===== config.mk =====
export PLATFORM = sky130hd
export DESIGN_NAME = tes_count_edge_select
export DESIGN_NICKNAME = d
export VERILOG_FILES = /design/src/logic/tes_pkg.sv /design/src/logic/tes_edge_if.sv /design/src/logic/tes_edge_detect.sv /design/src/logic/tes_count_edge_select.sv
export SDC_FILE = /design/constraint.sdc
export NUM_CORES = 1
export LEC_CHECK = 0
export BUFFER_PORTS_ARGS = -buffer_cell sky130_fd_sc_hd__buf_2
export CAP_MARGIN = 5
export CORE_UTILIZATION = 42
export DETAILED_ROUTE_END_ITERATION = 16
export PLACE_DENSITY = 0.67
export SYNTH_ARGS = -nofsm -noshare
export SYNTH_HDL_FRONTEND = slang
export SYNTH_SLANG_ARGS = --single-unit

===== constraint.sdc =====
create_clock -name ref_clk -period 4.3 [get_ports ref_clk]
set_input_delay 0 -clock ref_clk [delete_from_list [all_inputs] [get_ports ref_clk]]
set_output_delay 0 -clock ref_clk [all_outputs]
set_load 0.05 [all_outputs]

===== src/logic/tes_pkg.sv =====
// Purpose: Shared constants for the count-edge qualification block.
// Assumes: One clock (ref_clk, 100 MHz), synchronous active-low reset.
// Notes:   Register offsets are byte addresses of 32-bit words.
package tes_pkg;

    // Register bus geometry
    localparam int          ADDR_W         = 8;
    localparam int          DATA_W         = 32;
    localparam logic [7:0]  OFF_CTRL       = 8'h00;
    localparam logic [7:0]  OFF_STATUS     = 8'h04;

    // Control register field positions
    localparam int          CTL_EDGE_LSB   = 0;   // count_edge_field [1:0]
    localparam int          CTL_SRC_LSB    = 2;   // count source [3:2]
    localparam int          CTL_PRE_LSB    = 4;   // prescale select [5:4]
    localparam int          CTL_LEGACY_BIT = 6;   // legacy encoding variant
    localparam int          CTL_PHASE_BIT  = 7;   // phase counting selected
    localparam int          CTL_W          = 8;
    localparam logic [7:0]  CTL_RESET      = 8'h00;

    // Status register field positions
    localparam int          STA_CNT_LSB    = 0;   // qualified event count
    localparam int          STA_CNT_W      = 16;
    localparam int          STA_EXT_BIT    = 16;  // synchronised pin level
    localparam int          STA_PSC_BIT    = 17;  // prescaled clock level
    localparam int          STA_OVR_BIT    = 18;  // phase override active

    // Edge field encodings
    localparam logic [1:0]  EDGE_00        = 2'h0;
    localparam logic [1:0]  EDGE_01        = 2'h1;

    // Prescaler
    localparam int          PSC_W          = 6;
    localparam logic [5:0]  PSC_RESET      = 6'h00;

    // Count source selection
    typedef enum logic [1:0] {
        SRC_INTERNAL  = 2'b00,
        SRC_EXTERNAL  = 2'b01,
        SRC_OVERFLOW  = 2'b10,
        SRC_UNDERFLOW = 2'b11
    } tes_src_t;

    // Prescale selection
    typedef enum logic [1:0] {
        PRE_DIV1  = 2'b00,
        PRE_DIV4  = 2'b01,
        PRE_DIV16 = 2'b10,
        PRE_DIV64 = 2'b11
    } tes_pre_t;

endpackage


===== src/logic/tes_edge_if.sv =====
// Purpose: Carries one level and its detected edges between modules.
// Assumes: All signals live in the ref_clk domain.
// Notes:   rise and fall are one-cycle pulses.
interface tes_edge_if;
    logic level;
    logic rise;
    logic fall;

    // Detector side
    modport det (
        input  level,
        output rise,
        output fall
    );

    // Consumer side
    modport user (
        output level,
        input  rise,
        input  fall
    );
endinterface


===== src/logic/tes_edge_detect.sv =====
// Purpose: Rising and falling edge detector on a same-domain level.
// Assumes: level is already in the ref_clk domain.
// Notes:   The first cycle after reset only loads history.
module tes_edge_detect
    import tes_pkg::*;
(
    // Clock and reset
    input  wire logic ref_clk,
    input  wire logic nrst,
    // Level in, edges out
    tes_edge_if.det   e
);

    logic hist_reg;
    logic primed_reg;

    // History and priming; priming blocks a false edge after reset
    // history cleared, first sample primes
    always_ff @(posedge ref_clk) begin
        if (!nrst) begin
            hist_reg   <= 1'b0;
            primed_reg <= 1'b0;
        end else begin
            hist_reg   <= e.level;
            primed_reg <= 1'b1;
        end
    end

    assign e.rise = primed_reg & e.level & ~hist_reg;
    assign e.fall = primed_reg & ~e.level & hist_reg;

endmodule


===== src/logic/tes_count_edge_select.sv =====
// Purpose: Count-edge qualification for one channel of a pulse timer.
// Assumes: ref_clk 100 MHz; nrst synchronous, active low; ext_clk_pin
//          is asynchronous; overflow and underflow are same-domain pulses.
// Notes:   count_en is a one-cycle pulse per qualified count event.
//
// Summary of operation
// - Internal, code 00: count falling edges
// - Internal, code 01: count rising edges
// - Internal, code 10/11: count both edges
// - External: 00 rise, 01 fall, 1x both
// - Both edges doubles rate of rising
// - Edge field only for divide-by-4 or slower
// - Overflow/underflow: ignore field, count each
// - Legacy: 00 rise, 01 fall, 1x both
// - Legacy phase mode on 1,2,4,5 overrides
//
// Added by the designer: the register addresses and the address-and-strobe port.
module tes_count_edge_select
    import tes_pkg::*;
#(
    parameter int CHANNEL = 1
)
(
    // Clock and reset
    input  wire logic              ref_clk,
    input  wire logic              nrst,
    // Register port
    input  wire logic [ADDR_W-1:0] reg_addr,
    input  wire logic [DATA_W-1:0] reg_wdata,
    input  wire logic              reg_wr,
    input  wire logic              reg_rd,
    output logic      [DATA_W-1:0] reg_rdata,
    // Count sources
    input  wire logic              ext_clk_pin,
    input  wire logic              other_ovf,
    input  wire logic              other_udf,
    // Qualified count output
    output logic                   count_en,
    output logic                   phase_override
);

    // Phase counting exists only on these channels
    localparam logic PHASE_CAPABLE = (CHANNEL == 1) || (CHANNEL == 2) ||
                                     (CHANNEL == 4) || (CHANNEL == 5);

    // Registers
    logic [CTL_W-1:0]     channel_control_reg;
    logic [PSC_W-1:0]     psc_reg;
    logic                 ext_meta_reg;
    logic                 ext_sync_reg;
    logic                 count_en_reg;
    logic                 ovr_reg;
    logic [STA_CNT_W-1:0] evt_cnt_reg;
    logic [STA_CNT_W-1:0] evt_cnt_next;
    logic [DATA_W-1:0]    rdata_reg;

    // Decoded control fields
    logic [1:0] count_edge_field;
    logic       count_edge_high_bit;
    logic       count_edge_low_bit;
    tes_src_t   src_sel;
    tes_pre_t   pre_sel;
    logic       legacy_mode;
    logic       phase_mode;

    assign count_edge_field    = channel_control_reg[CTL_EDGE_LSB +: 2];
    assign count_edge_high_bit = count_edge_field[1];
    assign count_edge_low_bit  = count_edge_field[0];
    assign src_sel     = tes_src_t'(channel_control_reg[CTL_SRC_LSB +: 2]);
    assign pre_sel     = tes_pre_t'(channel_control_reg[CTL_PRE_LSB +: 2]);
    assign legacy_mode = channel_control_reg[CTL_LEGACY_BIT];
    assign phase_mode  = channel_control_reg[CTL_PHASE_BIT];

    // Address decode
    logic sel_ctrl;
    logic sel_status;
    assign sel_ctrl   = (reg_addr == OFF_CTRL);
    assign sel_status = (reg_addr == OFF_STATUS);

    // Control register; only the low byte is stored
    always_ff @(posedge ref_clk) begin
        if (!nrst) begin
            channel_control_reg <= CTL_RESET;
        end else if (reg_wr && sel_ctrl) begin
            channel_control_reg <= reg_wdata[CTL_W-1:0];
        end
    end

    // Free-running prescaler; each tap is a square wave
    always_ff @(posedge ref_clk) begin
        if (!nrst) begin
            psc_reg <= PSC_RESET;
        end else begin
            psc_reg <= psc_reg + 6'h01;
        end
    end

    // Prescaled clock level picked by the prescale select.
    // square taps, both edges double rate
    // A tap of period N toggles every N/2 cycles, so counting both of its
    // edges gives the same rate as rising edges of the tap of period N/2.
    logic psc_level;
    always_comb begin
        case (pre_sel)
            PRE_DIV4:  psc_level = psc_reg[1];
            PRE_DIV16: psc_level = psc_reg[3];
            PRE_DIV64: psc_level = psc_reg[5];
            default:   psc_level = 1'b0;  // Undivided: every clock counts
        endcase
    end

    // Pin synchroniser; only the second stage is read by logic
    // sample pin in clock domain
    always_ff @(posedge ref_clk) begin
        if (!nrst) begin
            ext_meta_reg <= 1'b0;
            ext_sync_reg <= 1'b0;
        end else begin
            ext_meta_reg <= ext_clk_pin;
            ext_sync_reg <= ext_meta_reg;
        end
    end

    // Edge detectors: index 0 internal prescaled, index 1 external pin
    tes_edge_if eif[2] ();
    logic [1:0] src_level;
    logic [1:0] src_rise;
    logic [1:0] src_fall;
    assign src_level[0] = psc_level;
    assign src_level[1] = ext_sync_reg;

    genvar gi;
    generate
        for (gi = 0; gi < 2; gi++) begin : g_det
            assign eif[gi].level = src_level[gi];
            assign src_rise[gi]  = eif[gi].rise;
            assign src_fall[gi]  = eif[gi].fall;
            tes_edge_detect u_det (
                .ref_clk (ref_clk),
                .nrst    (nrst),
                .e       (eif[gi])
            );
        end
    endgenerate

    // Edge selection decode; both encodings share the 1x code
    logic want_rise;
    logic want_fall;
    always_comb begin
        want_rise = 1'b0;
        want_fall = 1'b0;
        if (count_edge_high_bit) begin
            want_rise = 1'b1;
            want_fall = 1'b1;
        end else if (legacy_mode || (src_sel == SRC_EXTERNAL)) begin
            want_rise = (count_edge_field == EDGE_00);
            want_fall = count_edge_low_bit;
        end else begin
            want_fall = (count_edge_field == EDGE_00);
            want_rise = count_edge_low_bit;
        end
    end

    // Phase counting override in the legacy variant
    // phase mode takes priority
    logic phase_ovr;
    assign phase_ovr = legacy_mode & phase_mode & PHASE_CAPABLE;

    // Qualified count event, by source
    logic int_edge;
    logic ext_edge;
    logic qualified;
    assign int_edge = (want_rise & src_rise[0]) | (want_fall & src_fall[0]);
    assign ext_edge = (want_rise & src_rise[1]) | (want_fall & src_fall[1]);

    always_comb begin
        case (src_sel)
            SRC_INTERNAL: begin
                if (pre_sel == PRE_DIV1) begin
                    qualified = 1'b1;
                end else begin
                    qualified = int_edge;
                end
            end
            SRC_EXTERNAL:  qualified = ext_edge;
            SRC_OVERFLOW:  qualified = other_ovf;
            SRC_UNDERFLOW: qualified = other_udf;
            default:       qualified = 1'b0;
        endcase
        if (phase_ovr) begin
            // Phase decoding, outside this block, drives the counter
            qualified = 1'b0;
        end
    end

    // Registered count enable; one pulse per qualified event
    // single-cycle count enable
    always_ff @(posedge ref_clk) begin
        if (!nrst) begin
            count_en_reg <= 1'b0;
            ovr_reg      <= 1'b0;
        end else begin
            count_en_reg <= qualified;
            ovr_reg      <= phase_ovr;
        end
    end

    assign count_en       = count_en_reg;
    assign phase_override = ovr_reg;

    // Event counter for software; a status write clears it, but a pulse
    // landing in the same cycle still counts, so none is lost
    always_comb begin
        evt_cnt_next = evt_cnt_reg;
        if (reg_wr && sel_status) begin
            evt_cnt_next = '0;
        end
        if (count_en_reg) begin
            evt_cnt_next = evt_cnt_next + 16'h0001;
        end
    end

    always_ff @(posedge ref_clk) begin
        if (!nrst) begin
            evt_cnt_reg <= '0;
        end else begin
            evt_cnt_reg <= evt_cnt_next;
        end
    end

    // Read mux; unmapped addresses read zero
    logic [DATA_W-1:0] ctrl_word;
    logic [DATA_W-1:0] status_word;
    logic [DATA_W-1:0] rd_mux;
    always_comb begin
        ctrl_word   = '0;
        ctrl_word[CTL_W-1:0] = channel_control_reg;
        status_word = '0;
        status_word[STA_CNT_LSB +: STA_CNT_W] = evt_cnt_reg;
        status_word[STA_EXT_BIT] = ext_sync_reg;
        status_word[STA_PSC_BIT] = psc_level;
        status_word[STA_OVR_BIT] = ovr_reg;
        if (sel_ctrl) begin
            rd_mux = ctrl_word;
        end else if (sel_status) begin
            rd_mux = status_word;
        end else begin
            rd_mux = '0;
        end
    end

    // Read data stand one cycle after the strobe and read zero otherwise
    always_ff @(posedge ref_clk) begin
        if (!nrst) begin
            rdata_reg <= '0;
        end else if (reg_rd) begin
            rdata_reg <= rd_mux;
        end else begin
            rdata_reg <= '0;
        end
    end

    assign reg_rdata = rdata_reg;

endmodule


# [Yosys cells after proc, flatten, opt, wreduce, memory -nomap -nowiden]
# Index checks and enable logic that the tools add are counted.
[classes] eq_ne=7 bitwise_logic=22 muxes=12 addsub=2 reduce_logical=11
[op_table] op="16-bit 2-to-1 mux" count=2
[op_table] op="16-bit by 1-bit adder with 16-bit output (second input constant)" count=1
[op_table] op="8-bit 2-to-1 mux" count=2
[op_table] op="1-bit AND" count=13
[op_table] op="2-bit equality test (second input constant)" count=4
[op_table] op="8-bit by 3-bit equality test with 1-bit output (second input constant)" count=1
[op_table] op="8-bit zero test" count=1
[op_table] op="1-bit inverter" count=7
[op_table] op="6-bit by 1-bit adder with 6-bit output (second input constant)" count=1
[op_table] op="2-bit zero test" count=3
[op_table] op="1-bit 2-to-1 mux" count=6
[op_table] op="2-bit by 1-bit equality test with 1-bit output (second input constant)" count=2
[op_table] op="1-bit one-hot mux with 4 select lines" count=1
[op_table] op="4-bit OR reduction" count=1
[op_table] op="1-bit one-hot mux with 3 select lines" count=1
[op_table] op="3-bit OR reduction" count=1
[op_table] op="1-bit logical AND" count=2
[op_table] op="1-bit OR" count=2
[op_table] op="2-bit AND reduction" count=1
[op_table] op="2-bit OR reduction" count=1
[op_table] op="1-bit logical OR" count=1
[totals] register_bits=69 elab_cells=67 in_bits=47

# [Longest topological paths before layout]
[logic_depth] ltp_word=9 ltp_mapped=9 ltp_nobuf=9

# [Cells and area by module]
# From an unflattened synthesis, not the netlist that was laid out.
[unflattened] hier_cells=240 area_unflattened_um2=2376.0
[by_module_without_submodules] module="tes_count_edge_select" instances=1 cells_each=230 area_each_um2=2245.9
[by_module_without_submodules] module="tes_edge_detect" instances=2 cells_each=5 area_each_um2=65.1

# [Worst setup path after synthesis]
# No wires, ideal clock.
[synth_timing] path_kind="reg-to-reg" from="reg count_en_reg (netlist: count_en)" to="reg evt_cnt_reg[14]" path_stages_with_launch=7 arrival_time_ps=1685 period_less_slack_ps=1754 t_required_ps=4230 path_buffers=2 slack_ps=2546 path_cell_list="dfxtp_1 buf_4 and4_1 buf_6 nand4_4 or3_1 a21oi_1"
[synth_via] elab_chain_cells=1
[synth_lines] item="from (decl)" line="tes_count_edge_select.sv:51" rtl="logic count_en_reg;"
[synth_lines] item="from (signal assigned)" line="tes_count_edge_select.sv:203" rtl="count_en_reg <= qualified;"
[synth_lines] item="16-bit 2-to-1 mux" line="tes_count_edge_select.sv:218" rtl="if (count_en_reg) begin"
[synth_lines] item="to (signal assigned)" line="tes_count_edge_select.sv:227" rtl="evt_cnt_reg <= evt_cnt_next;"
[synth_lines] item="to (decl)" line="tes_count_edge_select.sv:53" rtl="logic [STA_CNT_W-1:0] evt_cnt_reg;"
# No other way between the ends.
# A chain may end at the register's enable or synchronous reset.

# [Final worst setup path]
[layout_timing] from="in reg_addr[1]" to="reg evt_cnt_reg[8]"
[layout_via] elab_chain_cells=5
[layout_lines] item="from (decl)" line="tes_count_edge_select.sv:28" rtl="input wire logic [ADDR_W-1:0] reg_addr,"
[layout_lines] item="8-bit by 3-bit equality test with 1-bit output *" line="tes_count_edge_select.sv:78" rtl="assign sel_status = (reg_addr == OFF_STATUS);"
[layout_lines] item="1-bit logical AND *" line="tes_count_edge_select.sv:215" rtl="if (reg_wr && sel_status) begin"
[layout_lines] item="16-bit 2-to-1 mux *" line="tes_count_edge_select.sv:215"
[layout_lines] item="16-bit by 1-bit adder with 16-bit output" line="tes_count_edge_select.sv:219" rtl="evt_cnt_next = evt_cnt_next + 16'h0001;"
[layout_lines] item="16-bit 2-to-1 mux *" line="tes_count_edge_select.sv:218"
# Mark *: on every way between the ends. The rest lies on a longest branch, timed or not.

==> flow_summary.toml <==
[run_status]
status = "completed"

[critical_path]
critPathMaxFanout = 15
path_cells = "buf_2 > nor3_1 > nand4_2 > and2_1 > ha_1 > and2_1 > and3_1 > nand3_1 > xor2_1 > nor2_1"
crit_type = "input pin to register"
cp_slowest_stage_delay_ns = 0.38
slowest_stage = "nand4_2"
cp-start-kind = "input pin"
end_kind = "register"
arrival_ns = 2.13
cp_common_cell = "and2_1"
required_ns = 4.48

[final_layout]
area_growth_syn_to_layout_pct = 15.72
drive_gt1_share_pct = 18.77
multiInputGateArea_um2 = 1139
fin_nets = 341
n_antenna_cell = 0
postLayoutCoreUtil_pct = 50.17
largest_reg_flops = 19
layout.area.seq_um2 = 1121
nFillCells = 531

[routing]
drcViolationCount = 0
vias_per_cell = 4.742
drt_iter0_drc = 52
antenna_left = 0
num_vias = 1731
first_pass_iters = 4
post_drt_wl_per_cell_um = 11.72
routed_wl_mm = 4.279

[floorplanning]
dieArea_um2 = 5989
rows = 27
io_pins = 81
fp.coreArea_um2 = 5507
die_x_um = 77.39
die-height_um = 77.39
start_util_pct = 43.35

[sta]
max_freq_mhz = 512.7
tns_ns = 0
maxSlewHeadroom_pct = 62.97
post-route-period-util_pct = 45.36
rsz0062_at_grt = "false"
finalCriticalPeriod_ns = 1.950
worst_slew_pin_slew_ns = 0.5538
fin_hold_ws_ns = 0.02541
report.final.slew_viol_count = 0
setup_viol = 0
skew_ns = 0.01356
hold_viol_final = 0

[global_route]
grt_use_met1_pct = 19.38
use_met3_pct = 3.882
antenna_found_initial = 0
grt_pass1_wl_mm = 7.231
grt_pass1_vias = 1581
grt_max_degree = 30
grt_util_met2_pct = 25.93
grt-ovfl-total = 0
grt.total_usage_pct = 15.57
top_usage_layer = "met2"

[clock_tree]
cts_tree = "built"
cts.sinks = 56
worstSkewPairLatency_ns = 0.31
clkTransAtPathRegs_ns = 0.10
cts_resized = 0
clock_path_buffers = 2
post-cts-setup-buffers = 0
cts-buffers-inserted = 5
root_buffer = "clkbuf_8"
htree_levels = 2

[power]
p_per_area_nw_per_um2 = 326.3
p_leak_nw = 1.255
vdd_drop_max_mv = 0.1557

[synthesis]
ys_seq_area_share_pct = 46.96
yosys_warnings = 0
ys_ff_latch = 56
syn_avg_cell_area_um2 = 9.704
synth_compound_area_share_pct = 5.503
synth-adder-area-share_pct = 1.048
synth-simple-area-share_pct = 25.73
syn_area_um2 = 2387
synth-xor-area-share_pct = 6.237
muxShareOfSynthArea_pct = 7.128
synth_cells = 246
synth_cell_types = 36
synth_top_family_by_area = "simple AND/OR/NAND/NOR gates"

[place]
place.detailed.hpwl_mm = 3.057
portBuffers = 43
place.gp.congestion = 0.7967

[run]
cap_viol_max_count = 0

[min_path]
hold_path.class = "input pin to register"
synth_stat cells:
library cell  number  area [um2]
dfxtp_1           56        1121
and2_1            25       156.4
nor2_1            18       67.56
mux2i_1           17       170.2
nor2b_1           15       93.84
buf_4             14       105.1
xor2_1            12       105.1
nand2_1           10       37.54
and3_1             8       50.05
a21oi_1            7       35.03
nand3_1            7       35.03
buf_2              6       30.03
nand4_1            6       37.54
o21ai_0            5       25.02
xnor2_1            5       43.79
and4_1             4       35.03
clkbuf_1           4       15.01
inv_1              3       11.26
o211ai_1           3       22.52
ha_1               2       25.02
nand2b_1           2       12.51
nor3_1             2       10.01
or3_1              2       12.51
a21boi_0           1       7.510
a21boi_1           1       7.510
buf_6              1       11.26
conb_1             1       3.750
nand3b_1           1       7.510
nand4_2            1       12.51
nand4_4            1       21.27
nor3b_2            1       12.51
nor4_2             1       12.51
o21a_1             1       7.510
o2bb2ai_1          1       8.760
o311ai_0           1       8.760
o311ai_1           1       8.760
layout by cell type (no fill, tap or decap), drive strengths merged:
cell          n
clkbuf        6
and4          4
ha            2
a21oi         7
nand2b        2
o21a          1
o311ai        2
nor2b        15
and2         25
dfxtp        56
clkinv        1
buf          43
conb         13
o2bb2ai       1
nor3b         1
nor4          1
nor3          2
mux2i        17
nand3b        1
nand4         8
inv           4
or3           2
nand2        10
o21ai         5
a21boi        2
xor2         12
o211ai        3
nor2         18
xnor2         5
and3          8
nand3         7
dlygate4sd3   9
final timing paths:
| kind | from | end | slack (ns) | depth (start not counted) |
|---|---|---|---|---|
| worst max-delay path | reg_addr[1] | evt_cnt_reg[8]$_SDFF_PN0_ | 2.35 | 10 |
| worst min-delay path | nrst | g_det[0].u_det.primed_reg$_DFF_P_ | 0.03 | 1 |
| worst max register to register | count_en$_SDFF_PP0_ | evt_cnt_reg[14]$_SDFF_PN0_ | 2.63 | 4 |
| worst min register to register | psc_reg[0]$_SDFF_PN0_ | psc_reg[0]$_SDFF_PN0_ | 0.45 | 1 |
logic make-up after synthesis:
kind of cell,after synthesis
and+or+nand+nor,104
DFF,56
buffers and inverters,28
AOI/OAI and AO/OA,21
xor gates and xnor gates,17
muxes,17
adders and majority gates,2
other,1
critical path, delay by kind of cell:
family | cells | cell delay [ns]
adder cells (fa/ha/maj) | 1 | 0.23
buffers and inverters | 1 | 0.09
XOR/XNOR | 1 | 0.16
AND/OR/NAND/NOR | 7 | 1.64
what timing repair did:
| action | CTS | global route |
|---|---|---|
| endpoints found under the setup margin | 0 | 0 |
| hold endpoints to repair | 9 | 0 |
| hold buffers | 9 | 0 |
through the flow:
stage	worst slack [ns]	power, W	instance area, um2	instances
2_1_floorplan	2.546	0.0006001	2432	258
3_3_place_gp	2.074	0.0006051	2576	348
3_5_place_dp	2.045	0.0006058	2576	348
4_1_cts	2.361	0.0009092	2763	365
5_1_grt	2.183	0.0009410	2763	365
6_report	2.350	0.0009014	2763	365
cell type report:
cell class,instances,share of cell area (%)
clock buffers,6,2.989
clock inverters,2,0.4982
inverters,3,0.4076
multi-input cells,174,41.21
flip-flops and latches,56,40.58
well taps,72,3.261
repair buffers,52,11.05
layer usage:
layer | wire (um) | vias up
met4 | 73 | 0
li1 | - | 894
met1 | 2032 | 781
met5 | 0 | -
met2 | 1974 | 49
met3 | 198 | 7
where the power goes:
group	leakage (nW)	internal (W)	total, W	switching, W
clock network	0.0516	0.000132	0.000301	0.000169
registers	0.453	0.000525	0.000530	0.00000531
logic	0.750	0.0000248	0.0000698	0.0000450
total	1.25	0.000682	0.000901	0.000220
No activity file was read; power rests on OpenSTA's default activity.
